**src/hdl/ubsl_dummy_none.sv**
```systemverilog
// Intentionally empty unit
`default_nettype none
`default_nettype wire

```
**src/hdl/ubsl_pkg.sv**
```systemverilog
// Constants and types for the USB device bus-state block
`default_nettype none
package ubsl_pkg;
  localparam int FRAME_NS      = 1000000;
  localparam int CLK_NS        = 4;
  localparam int MS_CYC        = FRAME_NS / CLK_NS;
  localparam int SUSP_IDLE_MS  = 3;
  localparam int LOWP_MAX_MS   = 10;
  localparam int WAKE_MAX_MS   = 10;
  localparam int RESUME_MS     = 1;
  localparam int NUM_EP        = 16;
  localparam int ISO_MAX_BYTES = 1023;
  localparam int DEF_ADDR      = 0;
  localparam int CTRL_EP       = 0;
  localparam logic [4:0] CRC5_INIT = 5'h1f;
  localparam logic [4:0] CRC5_POLY = 5'h05;
  localparam logic [4:0] DEV_DSC_LEN = 5'h12;
  localparam logic [4:0] STR0_LEN    = 5'h04;
  localparam logic [4:0] STR1_LEN    = 5'h08;
  localparam logic [7:0] DSC_DEVICE  = 8'h01;
  localparam logic [7:0] DSC_STRING  = 8'h03;
  typedef enum logic [1:0] {
    UBSL_CTRL, UBSL_ISO, UBSL_BULK, UBSL_INTR
  } ubsl_xfer_type;
  typedef enum logic [1:0] {
    UBSL_DSC_DEV, UBSL_DSC_STR0, UBSL_DSC_STR1, UBSL_DSC_NONE
  } ubsl_dsc_type;
endpackage
`default_nettype wire

```
**src/hdl/ubsl_top.sv**
```systemverilog
// USB device bus-state logic with its receive FIFO
// Summary of operation
// - At most sixteen bidirectional endpoints exist and data moves per endpoint.
// - Endpoint 0 is always a control endpoint and is usable as soon as the device is attached.
// - Isochronous payloads take up to 1023 bytes and are never handshaken or retried.
// - At low speed only interrupt and control transfers are accepted.
// - Suspend is entered after 3 ms without a start-of-frame token, bus activity or bus reset.
// - Consumption is reduced no later than 10 ms after suspend begins.
// - Wake-up signalling starts within 10 ms of leaving the low-power state.
// - A bus reset returns the device to unconfigured and to address zero.
// - After Set Address the device answers only its assigned address.
// - Exactly one device descriptor gives maker, product, serial, class and configurations.
// - String descriptors are returned as unicode text.
// - Attach enables the pull-up on D+ for full speed or on D- for low speed.
// - Token CRC5 is checked in hardware.
// - Full speed needs the 48 MHz module clock to be present.
`default_nettype none

module ubsl_fifo import ubsl_pkg::*; #(
  parameter int WIDTH = 9,
  parameter int DEPTH = 4
) (
  input  wire logic             clk,
  input  wire logic             sys_rst,
  input  wire logic [WIDTH-1:0] wr_data,
  input  wire logic             wr_valid,
  output logic                  wr_ready,
  output logic      [WIDTH-1:0] rd_data,
  output logic                  rd_valid,
  input  wire logic             rd_ready
);
  localparam int AW = $clog2(DEPTH);
  logic [WIDTH-1:0] mem [DEPTH];
  logic [AW-1:0]    wp_r;
  logic [AW-1:0]    rp_r;
  logic [AW:0]      cnt_r;
  wire              push = wr_valid && wr_ready;
  wire              pop  = rd_valid && rd_ready;
  assign wr_ready = cnt_r != (AW+1)'(DEPTH);
  assign rd_valid = cnt_r != '0;
  assign rd_data  = mem[rp_r];
  always_ff @(posedge clk) begin
    if (push) begin
      mem[wp_r] <= wr_data;
    end
  end
  always_ff @(posedge clk) begin
    if (sys_rst) begin
      wp_r  <= '0;
      rp_r  <= '0;
      cnt_r <= '0;
    end else begin
      wp_r  <= push ? wp_r + 1'b1 : wp_r;
      rp_r  <= pop ? rp_r + 1'b1 : rp_r;
      cnt_r <= cnt_r + (AW+1)'(push) - (AW+1)'(pop);
    end
  end
endmodule

module ubsl_top import ubsl_pkg::*; #(
  parameter int          MS_CYCLES  = MS_CYC,
  parameter int          LOWP_MS    = 1,
  parameter int          WAKE_MS    = 2,
  parameter logic [15:0] VENDOR_ID  = 16'h1234, // Arbitrary value
  parameter logic [15:0] PRODUCT_ID = 16'h5678  // Arbitrary value
) (
  input  wire logic        clk,
  input  wire logic        sys_rst,
  input  wire logic        pin_se0,
  input  wire logic        pin_active,
  input  wire logic        full_speed_sel,
  input  wire logic        clk48_ok,
  input  wire logic        attach_en,
  input  wire logic        wake_req,
  input  wire logic        sof_valid,
  input  wire logic [10:0] sof_frame,
  input  wire logic        tok_valid,
  input  wire logic [6:0]  tok_addr,
  input  wire logic [3:0]  tok_endp,
  input  wire logic [4:0]  tok_crc5,
  input  wire logic [1:0]  tok_xfer,
  input  wire logic [15:0] ep_enable,
  input  wire logic        set_addr_done,
  input  wire logic [6:0]  set_addr_val,
  input  wire logic        set_cfg_done,
  input  wire logic [7:0]  rx_data,
  input  wire logic        rx_last,
  input  wire logic        rx_valid,
  output logic             rx_ready,
  output logic [7:0]       out_data,
  output logic             out_last,
  output logic             out_valid,
  input  wire logic        out_ready,
  input  wire logic [1:0]  dsc_sel,
  input  wire logic [4:0]  dsc_idx,
  output logic [7:0]       dsc_byte,
  output logic             dsc_ok,
  output logic             tok_accept,
  output logic             hs_req,
  output logic             iso_over,
  output logic [6:0]       dev_addr,
  output logic             configured,
  output logic [10:0]      frame_num,
  output logic             suspended,
  output logic             low_power,
  output logic             resume_k,
  output logic             pullup_dp_en,
  output logic             pullup_dm_en
);
  typedef enum logic [2:0] {
    ST_ACTIVE, ST_SUSP, ST_LOWP, ST_WAKE, ST_RESUME
  } ubsl_state_type;

  ////////////////////////////////////////////////////////////////////////////
  // Pin synchronisers and millisecond time base
  logic [1:0] se0_s_r;
  logic [1:0] act_s_r;
  logic       se0_d_r;
  logic [31:0] div_r;
  wire        ms_tick  = div_r == 32'(MS_CYCLES - 1);
  wire        bus_rst  = se0_s_r[1] && !se0_d_r;
  always_ff @(posedge clk) begin
    if (sys_rst) begin
      se0_s_r <= '0;
      act_s_r <= '0;
      se0_d_r <= 1'b0;
      div_r   <= '0;
    end else begin
      se0_s_r <= {se0_s_r[0], pin_se0};
      act_s_r <= {act_s_r[0], pin_active};
      se0_d_r <= se0_s_r[1];
      div_r   <= ms_tick ? '0 : div_r + 1'b1;
    end
  end

  ////////////////////////////////////////////////////////////////////////////
  // Speed and attach
  // full speed gate
  wire full_spd = full_speed_sel && clk48_ok;
  assign pullup_dp_en = attach_en && full_spd;
  assign pullup_dm_en = attach_en && !full_spd;

  ////////////////////////////////////////////////////////////////////////////
  // Suspend, low power and wake-up
  ubsl_state_type st_r;
  ubsl_state_type st_nxt;
  logic [3:0] idle_ms_r;
  logic [3:0] st_ms_r;
  wire activity = sof_valid || act_s_r[1] || bus_rst;
  always_comb begin
    st_nxt = st_r;
    unique case (st_r)
      ST_ACTIVE: begin
        if (!activity && ms_tick && idle_ms_r == 4'(SUSP_IDLE_MS - 1)) begin
          st_nxt = ST_SUSP;
        end
      end
      ST_SUSP: begin
        if (activity) begin
          st_nxt = ST_ACTIVE;
        end else if (ms_tick && st_ms_r == 4'(LOWP_MS - 1)) begin
          st_nxt = ST_LOWP;
        end
      end
      ST_LOWP: begin
        if (activity) begin
          st_nxt = ST_ACTIVE;
        end else if (wake_req) begin
          st_nxt = ST_WAKE;
        end
      end
      ST_WAKE: begin
        if (ms_tick && st_ms_r == 4'(WAKE_MS - 1)) begin
          st_nxt = ST_RESUME;
        end
      end
      ST_RESUME: begin
        if (ms_tick && st_ms_r == 4'(RESUME_MS - 1)) begin
          st_nxt = ST_ACTIVE;
        end
      end
    endcase
  end
  always_ff @(posedge clk) begin
    if (sys_rst) begin
      st_r      <= ST_ACTIVE;
      idle_ms_r <= '0;
      st_ms_r   <= '0;
    end else begin
      st_r      <= st_nxt;
      idle_ms_r <= (activity || st_r != ST_ACTIVE) ? '0
                 : ms_tick ? idle_ms_r + 1'b1 : idle_ms_r;
      st_ms_r   <= (st_nxt != st_r) ? '0 : ms_tick ? st_ms_r + 1'b1 : st_ms_r;
    end
  end
  assign suspended = st_r == ST_SUSP || st_r == ST_LOWP;
  assign low_power = st_r == ST_LOWP;
  assign resume_k  = st_r == ST_RESUME;

  ////////////////////////////////////////////////////////////////////////////
  // Address, configuration and frame number
  always_ff @(posedge clk) begin
    if (sys_rst) begin
      dev_addr   <= 7'(DEF_ADDR);
      configured <= 1'b0;
      frame_num  <= '0;
    end else begin
      if (bus_rst) begin
        dev_addr   <= 7'(DEF_ADDR);
        configured <= 1'b0;
      end else begin
        if (set_addr_done) begin
          dev_addr <= set_addr_val;
        end
        if (set_cfg_done) begin
          configured <= 1'b1;
        end
      end
      if (sof_valid) begin
        frame_num <= sof_frame;
      end
    end
  end

  ////////////////////////////////////////////////////////////////////////////
  // Token check
  function automatic logic [4:0] crc5(input logic [10:0] d);
    logic [4:0] c;
    logic       fb;
    c = CRC5_INIT;
    for (int i = 0; i < 11; i++) begin
      fb = d[i] ^ c[4];
      c  = {c[3:0], 1'b0} ^ (fb ? CRC5_POLY : 5'h00);
    end
    return ~c;
  endfunction
  wire crc_ok  = crc5({tok_endp, tok_addr}) == tok_crc5;
  wire addr_ok = tok_addr == dev_addr;
  wire ep_ok   = 32'(tok_endp) < NUM_EP && ep_enable[tok_endp];
  wire ep0_ok  = tok_endp == 4'(CTRL_EP) && tok_xfer == UBSL_CTRL;
  wire type_ok = full_spd || tok_xfer == UBSL_CTRL || tok_xfer == UBSL_INTR;
  wire tok_go  = tok_valid && crc_ok && addr_ok && type_ok && !suspended
               && (tok_endp == 4'(CTRL_EP) ? ep0_ok : ep_ok);

  ////////////////////////////////////////////////////////////////////////////
  // Receive path
  logic        open_r;
  logic        iso_r;
  logic [10:0] cnt_r;
  logic        f_ready;
  wire         cnt_full = cnt_r == 11'(ISO_MAX_BYTES);
  wire         drop     = !open_r || (iso_r && cnt_full);
  wire         push     = rx_valid && !drop;
  wire         take     = rx_valid && rx_ready;
  assign rx_ready = drop || f_ready;
  always_ff @(posedge clk) begin
    if (sys_rst) begin
      open_r     <= 1'b0;
      iso_r      <= 1'b0;
      cnt_r      <= '0;
      tok_accept <= 1'b0;
      hs_req     <= 1'b0;
      iso_over   <= 1'b0;
    end else begin
      tok_accept <= tok_go;
      hs_req     <= 1'b0;
      iso_over   <= 1'b0;
      if (tok_go) begin
        open_r <= 1'b1;
        iso_r  <= tok_xfer == UBSL_ISO;
        cnt_r  <= '0;
      end else if (take && open_r) begin
        cnt_r <= cnt_full ? cnt_r : cnt_r + 1'b1;
        if (iso_r && cnt_full) begin
          iso_over <= 1'b1;
        end
        if (rx_last) begin
          open_r <= 1'b0;
          hs_req <= !iso_r;
        end
      end
    end
  end
  ubsl_fifo #(
    .WIDTH (9),
    .DEPTH (4)
  ) u_fifo (
    .clk      (clk),
    .sys_rst  (sys_rst),
    .wr_data  ({rx_last, rx_data}),
    .wr_valid (push),
    .wr_ready (f_ready),
    .rd_data  ({out_last, out_data}),
    .rd_valid (out_valid),
    .rd_ready (out_ready)
  );

  ////////////////////////////////////////////////////////////////////////////
  // Descriptor store
  // single device descriptor
  function automatic logic [7:0] dev_dsc(input logic [4:0] i);
    unique case (i)
      5'h00:   return 8'(DEV_DSC_LEN);
      5'h01:   return DSC_DEVICE;
      5'h03:   return 8'h02;
      5'h07:   return 8'h40;
      5'h08:   return VENDOR_ID[7:0];
      5'h09:   return VENDOR_ID[15:8];
      5'h0a:   return PRODUCT_ID[7:0];
      5'h0b:   return PRODUCT_ID[15:8];
      5'h0d:   return 8'h01;
      5'h0e:   return 8'h01;
      5'h0f:   return 8'h01;
      5'h10:   return 8'h01;
      5'h11:   return 8'h01;
      default: return 8'h00;
    endcase
  endfunction
  wire [7:0] str0 = dsc_idx[1:0] == 2'h0 ? 8'(STR0_LEN) : dsc_idx[1:0] == 2'h1
                  ? DSC_STRING : dsc_idx[1:0] == 2'h2 ? 8'h09 : 8'h04;
  wire [7:0] str1 = dsc_idx[0] ? 8'h00 : dsc_idx[2:1] == 2'h0 ? 8'(STR1_LEN)
                  : dsc_idx[2:1] == 2'h1 ? 8'h55 : dsc_idx[2:1] == 2'h2 ? 8'h53 : 8'h42;
  wire [7:0] str1b = dsc_idx == 5'h01 ? DSC_STRING : str1;
  wire in_dev  = dsc_sel == UBSL_DSC_DEV && dsc_idx < DEV_DSC_LEN;
  wire in_s0   = dsc_sel == UBSL_DSC_STR0 && dsc_idx < STR0_LEN;
  wire in_s1   = dsc_sel == UBSL_DSC_STR1 && dsc_idx < STR1_LEN;
  always_ff @(posedge clk) begin
    if (sys_rst) begin
      dsc_byte <= '0;
      dsc_ok   <= 1'b0;
    end else begin
      dsc_ok   <= in_dev || in_s0 || in_s1;
      dsc_byte <= in_dev ? dev_dsc(dsc_idx) : in_s0 ? str0 : in_s1 ? str1b : 8'h00;
    end
  end

  ////////////////////////////////////////////////////////////////////////////
  // Checks
  logic [31:0] susp_cyc_r;
  always_ff @(posedge clk) begin
    if (sys_rst || !suspended || st_r == ST_LOWP) begin
      susp_cyc_r <= '0;
    end else begin
      susp_cyc_r <= susp_cyc_r + 1'b1;
    end
  end
  chk_lowp_deadline: assert property (@(posedge clk) disable iff (sys_rst)
    susp_cyc_r <= 32'(LOWP_MAX_MS * MS_CYCLES))
    else $error("low power not reached in time");
  chk_wake_deadline: assert property (@(posedge clk) disable iff (sys_rst)
    st_r == ST_WAKE |-> 32'(st_ms_r) < WAKE_MAX_MS)
    else $error("wake signalling late");
  chk_susp_idle: assert property (@(posedge clk) disable iff (sys_rst)
    $rose(suspended) |-> $past(idle_ms_r) == 4'(SUSP_IDLE_MS - 1) && !$past(activity))
    else $error("suspend without full idle time");
  chk_act_restart: assert property (@(posedge clk) disable iff (sys_rst)
    activity && st_r == ST_ACTIVE |=> idle_ms_r == '0)
    else $error("idle timer not restarted");
  chk_reset_addr: assert property (@(posedge clk) disable iff (sys_rst)
    bus_rst |=> dev_addr == 7'(DEF_ADDR) && !configured)
    else $error("bus reset did not clear address");
  chk_set_addr: assert property (@(posedge clk) disable iff (sys_rst)
    set_addr_done && !bus_rst |=> dev_addr == $past(set_addr_val))
    else $error("address not adopted");
  chk_addr_match: assert property (@(posedge clk) disable iff (sys_rst)
    tok_accept |-> $past(tok_addr) == $past(dev_addr))
    else $error("token accepted for foreign address");
  chk_low_types: assert property (@(posedge clk) disable iff (sys_rst)
    tok_accept && !$past(full_spd) |-> $past(tok_xfer) inside {UBSL_CTRL, UBSL_INTR})
    else $error("low speed accepted bulk or iso");
  chk_iso_nohs: assert property (@(posedge clk) disable iff (sys_rst)
    hs_req |-> !iso_r && $past(take && rx_last && open_r))
    else $error("handshake on isochronous");
  chk_pullup_side: assert property (@(posedge clk) disable iff (sys_rst)
    !(pullup_dp_en && pullup_dm_en) && (attach_en == (pullup_dp_en || pullup_dm_en)))
    else $error("pull-up selection wrong");
  cov_suspend: cover property (@(posedge clk) disable iff (sys_rst) $rose(low_power));
  cov_resume: cover property (@(posedge clk) disable iff (sys_rst) $fell(resume_k));
  cov_token: cover property (@(posedge clk) disable iff (sys_rst) tok_accept ##[1:40] hs_req);
  cov_setaddr: cover property (@(posedge clk) disable iff (sys_rst)
    bus_rst ##[1:100] set_addr_done);
endmodule
`default_nettype wire

```
**config.mk**
```make
export PLATFORM = sky130hd
export DESIGN_NAME = ubsl_top
export DESIGN_NICKNAME = d
export VERILOG_FILES = /design/src/hdl/ubsl_dummy_none.sv /design/src/hdl/ubsl_pkg.sv /design/src/hdl/ubsl_top.sv
export SDC_FILE = /design/constraint.sdc
export NUM_CORES = 1
export LEC_CHECK = 0
export ABC_AREA = 1
export BUFFER_PORTS_ARGS = -buffer_cell sky130_fd_sc_hd__buf_2
export CAP_MARGIN = 25
export CORE_MARGIN = 1
export CORE_UTILIZATION = 55
export CTS_CLUSTER_SIZE = 10
export DETAILED_ROUTE_END_ITERATION = 12
export PLACE_DENSITY = 0.79
export SETUP_SLACK_MARGIN = 0.05
export SYNTH_ARGS = -nofsm -noshare
export SYNTH_HDL_FRONTEND = slang
export SYNTH_SLANG_ARGS = --single-unit
```
**constraint.sdc**
```tcl
create_clock -name clk -period 2.4 [get_ports clk]
set_input_delay 0.36 -clock clk [delete_from_list [all_inputs] [get_ports clk]]
set_output_delay 0.36 -clock clk [all_outputs]
set_load 0.03 [all_outputs]
```
== Word level (Yosys, flattened, before mapping) ==
Memory sizes are Yosys's and may differ from the RTL's. A register that Yosys moved wholly into a read port is not among the register bits.
Cells that the tools add are included.
W data, S select, Z words.

* Register bits after elaboration: 99
* Bits in writable memories: 36
* Logic and storage cells: 182
* Memories kept: 2
* Output and inout bits: 47
* Bits in read-only memories: 224
* Input port bits: 82

{| class="wikitable"
|+ Memories
! memory !! depth !! bits a word !! read ports !! clocked after Yosys merged registers in !! wr ports !! RTL line !! RTL
|-
| (name not given) || 32 || 7 || 1 || 0 || 0 || ubsl_top.sv:302 || <nowiki>unique case (i)</nowiki>
|-
| u_fifo.mem || 4 || 9 || 1 || 1 || 1 || ubsl_top.sv:33 || <nowiki>logic [WIDTH-1:0] mem [DEPTH];</nowiki>
|}

* Muxes and demuxes: 41
* Order comparisons: 4
* Add/subtract/negate cells: 8
* Bitwise gates (word level): 25
* Reduce and logical (&&, ||, !) cells: 60
* Equality and inequality tests: 21

{| class="wikitable"
|+ Operator list
! operator !! number
|-
| $mux W3 || 18
|-
| $xor A5 B3 Y5 || 10
|-
| $mux W7 || 5
|-
| $add A32 B1 Y32 const B || 1
|-
| $eq A32 B18 Y1 const B || 1
|-
| $logic_and A1 B1 Y1 || 23
|-
| $pmux W3 S5 || 1
|-
| $mux W4 || 3
|-
| $add A11 B1 Y11 const B || 1
|-
| $eq A11 B10 Y1 const B || 1
|-
| $logic_or A1 B1 Y1 || 10
|-
| $mux W5 || 2
|-
| $reduce_or A2 Y1 || 5
|-
| $xor A1 B1 Y1 || 10
|-
| $add A4 B1 Y4 const B || 2
|-
| $eq A2 B1 Y1 const B || 4
|-
| $eq A2 B2 Y1 const B || 4
|-
| $logic_not A2 Y1 || 4
|-
| $logic_not A4 Y1 || 2
|-
| $mux W1 || 8
|-
| $mux W8 || 1
|-
| $eq A7 B7 Y1 || 1
|-
| $logic_not A1 Y1 || 7
|-
| $eq A3 B2 Y1 const B || 2
|-
| 26 further kinds || 33
|}

== Logic depth before layout (Yosys ltp) ==
* Word-level depth: 41
* Mapped depth: 14
* Depth with buffers taken out: 14

== Hierarchy ==
From an unflattened synthesis, not the netlist that was laid out.

* Cells, all modules: 972
* Area total of the unflattened synthesis: 7168.1 µm²

{| class="wikitable"
|+ Modules (own cells, without submodules)
! module !! instances !! cells each !! sequential area each (µm²) !! area an instance (µm²)
|-
| ubsl_top || 1 || 821 || 1821.7 || 5331.4
|-
| ubsl_fifo || 1 || 151 || 1261.2 || 1836.8
|}

== Least setup slack after synthesis ==
No wires, ideal clock.

* Path kind: register to register
* Start point: reg cnt_r[0]
* End point: reg u_fifo.cnt_r[1]
* Slack: 214 ps
* Setup time: 67 ps
* Data required time: 2333 ps
* Period minus slack after synthesis: 2186 ps
* Path buffers: 0
* Data arrival time: 2119 ps
* Cell stages (with the launch flop): 13
* Path through: dfxtp_1 ha_1 inv_1 nor4_2 nand2_1 nor2_2 nand2_1 nand2_1 inv_1 ha_1 inv_1 fa_1 nor2_1

* Longest elaborated chain between the ends: 8

{| class="wikitable"
|+ RTL lines
! what !! RTL line !! RTL
|-
| start, declared || ubsl_top.sv:249 || <nowiki>logic [10:0] cnt_r;</nowiki>
|-
| start signal, assigned || ubsl_top.sv:273 || <nowiki>cnt_r <= cnt_full ? cnt_r : cnt_r + 1'b1;</nowiki>
|-
| $eq A11 B10 Y1 || ubsl_top.sv:251 || <nowiki>wire cnt_full = cnt_r == 11'(ISO_MAX_BYTES);</nowiki>
|-
| $logic_and A1 B1 Y1 || ubsl_top.sv:252 || <nowiki>wire drop = !open_r || (iso_r && cnt_full);</nowiki>
|-
| $logic_or A1 B1 Y1 || ubsl_top.sv:252 ||
|-
| $logic_not A1 Y1 || ubsl_top.sv:253 || <nowiki>wire push = rx_valid && !drop;</nowiki>
|-
| $logic_and A1 B1 Y1 || ubsl_top.sv:253 ||
|-
| $logic_and A1 B1 Y1 || ubsl_top.sv:37 || <nowiki>wire push = wr_valid && wr_ready;</nowiki>
|-
| net u_fifo.push || ubsl_top.sv:37 ||
|-
| $add A3 B1 Y3 || ubsl_top.sv:55 || <nowiki>cnt_r <= cnt_r + (AW+1)'(push) - (AW+1)'(pop);</nowiki>
|-
| $sub A3 B1 Y3 || ubsl_top.sv:55 ||
|-
| end signal, assigned || ubsl_top.sv:55 ||
|-
| end, declared || ubsl_top.sv:36 || <nowiki>logic [AW:0] cnt_r;</nowiki>
|}

The timed path passes the listed nets, and every way through them passes these cells.
A chain may end at the register's enable or synchronous reset.

== Worst setup path after layout ==
* Start point: reg cnt_r[2]
* End point: out rx_ready

* Longest elaborated chain between the ends: 4

{| class="wikitable"
|+ RTL lines
! what !! RTL line !! RTL
|-
| $eq A11 B10 Y1 || ubsl_top.sv:251 ||
|-
| $logic_and A1 B1 Y1 || ubsl_top.sv:252 ||
|-
| $logic_or A1 B1 Y1 || ubsl_top.sv:252 ||
|-
| $logic_or A1 B1 Y1 || ubsl_top.sv:255 || <nowiki>assign rx_ready = drop || f_ready;</nowiki>
|-
| end, declared || ubsl_top.sv:89 || <nowiki>output logic rx_ready,</nowiki>
|}

Every way passes these cells.

==> key figures <==
Routing
  – Highest Signal Layer: met4
  – Vias/cell: 4.916
  – Final wirelength: roughly 14 mm
  – WL per Instance: around 12 um
  – DR DRC count: 0
  – WL met3: about 780 um
  – WL met1: between 6 and 7 mm
  – Met2 wire length: a little under 7 mm
  – Initial DRT Pass Iterations: 4
  – Final antenna-violating net count: 0
  – DR iter-0 viols: ~340
  – Routed via count: ~6000

Floorplan
  – Die extent in x: approximately 110 um
  – Core Area: between 10000 and 15000 um2
  – Chip height: between 100 and 150 um
  – Die area: roughly 13000 um2
  – Row cnt: 40
  – Initial Utilization: between 50% and 60%
  – # IOs: roughly 130

Timing
  – Minimum clock period: between 2 and 2.5 ns
  – Endpoints failing hold: 0
  – Hold slack: about 0.14 ns
  – Unrepaired setup endpoints after global routing: no
  – Final setup fails: 0
  – Fin Clk Skew: roughly 0.0039 ns
  – Setup ws final: 0.2231 ns
  – Period utilization: about nine tenths
  – Max transition margin: between 50% and 60%
  – Slew Viols, Final: 0
  – Fmax: between 400 and 500 MHz
  – Setup_tns: 0 ns
  – Worst slew pin tran: 0.7008 ns

Worst setup path
  – CP arrival: between 1.5 and 2 ns
  – Max FO, Critical Path: 5
  – Largest delay share family, worst path: simple AND/OR/NAND/NOR gates
  – Crit-path cells: nand2_1, nor4_4, nand2_1, nor2_2, nand2_1, nand3_4, buf_4
  – Critical path's most frequent cell: nand2_1
  – WS Path Type: reg2out
  – Setup crit end kind: output port
  – Reg2reg start: cnt_r[0]
  – FF-to-FF End: u_fifo.mem[1][1]
  – CP peak stage delay: 0.40 ns
  – Worst setup SP type: flip-flop
  – Worst R2R Path Depth: 9
  – CP startpoint: cnt_r[2]
  – CP Data Required Time: between 2 and 2.5 ns
  – CP endpoint: rx_ready
  – Slowest CP cell: dfxtp_1
  – Stages on worst setup path: 7
  – Buf/Inv on CP: 1
  – Reg2reg setup slack: around 0.26 ns

Synth
  – Top post-synthesis cells by area: dfxtp_1 (29%), edfxtp_1 (15%), nand2_1 (10%)
  – Post-Syn Area per Cell: roughly 7.6 um2
  – Syn Nets: 1024
  – EDFF count, synth: 36
  – Post-synthesis sequential area ratio: approximately 44%
  – Cell taking the most area after synthesis: dfxtp_1
  – Seq cells post-synth: around 140
  – Syn Std Cell Area: roughly 7000 um2
  – Top-count cell post-synth: nand2_1
  – Cells after Synth: slightly above 900
  – Synth cell types: 47
  – Top cell type's share of synthesized area: 28.66%
  – Yosys warns: 0
  – Ys async rst share: 0%
  – Top cells by count, synth: nand2_1 (189), nor2_1 (135), inv_1 (134)
  – Most used DFF post-synth: dfxtp_1

Final layout
  – Layout area overhead: 20.23%
  – # diodes: 0
  – Final nets: between 1000 and 1500
  – Layout Utilization: ~69%
  – Layout cells sized above 1: between 10% and 20%
  – Design area: approximately 8400 um2
  – Final std cells w/o fill: between 1000 and 1500

Global route
  – Vias in the first global route: 5749
  – Largest net degree at the start of global routing: 33
  – First-pass GRT wire length: 24.53 mm
  – Initial antenna violation count: 0
  – GR Overflow Total: 0
  – GRT Total Usage: between 20% and 30%

Min path
  – Worst min path class: in2reg

Placed design
  – DP Worst Slack: around 0.17 ns
  – Cell area after placement: roughly 7800 um2
  – HPWL after detailed placement: around 11 mm
  – Routability cong.: between 0.9 and 1
  – Port Buffers: around 130
  – Placed cells: 1201

Clocking
  – H-tree depth: 4
  – CTS root buffer: clkbuf_16
  – CTS tree: yes
  – Clock buffer depth: 2
  – Worst skew pair latency: between 0.4 and 0.5 ns
  – Clock Pin Slew Worst Setup and Hold Paths: roughly 0.06 ns
  – Cts bufs inserted: 17
  – Clock sink count: ~140

Power and ir drop
  – PwrDens: 743.0 nW/um2
  – Leak pwr: between 3 and 4 nW
  – Worst VDD drop: roughly 0.00057 V
  – Total Power: slightly above 6 mW

Run
  – Max-cap violations: 0

Status
  – Outcome: finished clean
[placed cells by master, fill, tap and decap left out, types with 8 or more instances in the layout]
cell | netlist | final
o22ai_1 | 10 | 10
a21oi_1 | 33 | 33
ha_1 | 22 | 22
edfxtp_1 | 36 | 36
nand2_1 | 189 | 189
nand3_1 | 44 | 44
inv_1 | 134 | 134
xnor2_1 | 9 | 9
xor2_1 | 26 | 26
o21ai_0 | 49 | 49
buf_2 | 1 | 126
nand4_1 | 23 | 23
nor2_2 | 14 | 17
nor3_1 | 24 | 24
clkbuf_16 | 0 | 17
nor2_1 | 135 | 132
dfxtp_1 | 100 | 98
nor3b_1 | 8 | 8
[worst register-to-register path, cell delays in order, from the launching register on]
cell,delay [ns]
dfxtp_2,0.33
ha_1,0.22
inv_1,0.12
nor4_4,0.05
nand2_1,0.09
nor2_2,0.05
nand2_1,0.11
nand2_1,0.08
buf_4,0.17
nor2_1,0.54
[state kept, by name (all words and copies together), names as in the netlist, 2 cells and up, named ones only]
name,cells
act_s_r,2
cnt_r,11
dev_addr,7
div_r,32
dsc_byte,7
frame_num,11
idle_ms_r,4
se0_s_r,2
st_ms_r,4
st_r,3
u_fifo.cnt_r,3
u_fifo.mem,36
u_fifo.rp_r,2
u_fifo.wp_r,2
[metal layers]
metal,global-route usage (%),vias up
met2,41.66,144
met4,7.965,0
met1,27.12,2695
li1,-,3206
met5,0,-
met3,7.411,21
[timing repair]
action,4_1_cts,5_1_grt
pin swaps,0,2
resized for setup,3,5
setup buffers,1,0
hold buffers,0,0
endpoints found under the setup margin,1,38
[how the worst min path moves through the flow]
stage / from / to / slack [ns] / cells past startpoint
after floorplan: act_s_r[0] / act_s_r[1] / 0.39 / 2
after global placement: se0_s_r[0] / se0_s_r[1] / 0.39 / 2
after detailed placement: se0_s_r[0] / se0_s_r[1] / 0.40 / 2
after CTS: pin_se0 / se0_s_r[0] / 0.12 / 3
after global routing: pin_se0 / se0_s_r[0] / 0.13 / 3
final: pin_se0 / se0_s_r[0] / 0.14 / 3
[cell type report]
| class | count | area (um2) |
|---|---|---|
| Clock buffer | 20 | 436.7 |
| Clock inverter | 12 | 152.6 |
| Fill cell | 1036 | 3815 |
| Inverter | 138 | 518.0 |
| Multi-Input combinational cell | 627 | 3311 |
| Sequential cell | 136 | 3085 |
| Tap cell | 168 | 210.2 |
| Timing Repair Buffer | 133 | 683.2 |
[kinds of logic (layout without fill, tap and decap cells)]
| logic type | count (synthesis) | after routing | synth area share, % |
|---|---|---|---|
| AND/OR/NAND/NOR | 462 | 462 | 29.58 |
| buffers and inverters | 156 | 303 | 8.796 |
| flip-flops | 136 | 136 | 44.14 |
| AO/OA/AOI/OAI | 102 | 102 | 7.883 |
| XOR/XNOR | 39 | 39 | 5.321 |
| adder cells (fa/ha/maj) | 23 | 23 | 4.228 |
| other | 1 | 1 | 0.05369 |
[where the power goes]
group	internal (mW)	switching (mW)	total, mW
clock network	1.63	0.960	2.59
registers	2.44	0.0570	2.49
logic	0.376	0.783	1.16
total	4.44	1.80	6.24
(Power assumes the default switching activity.)
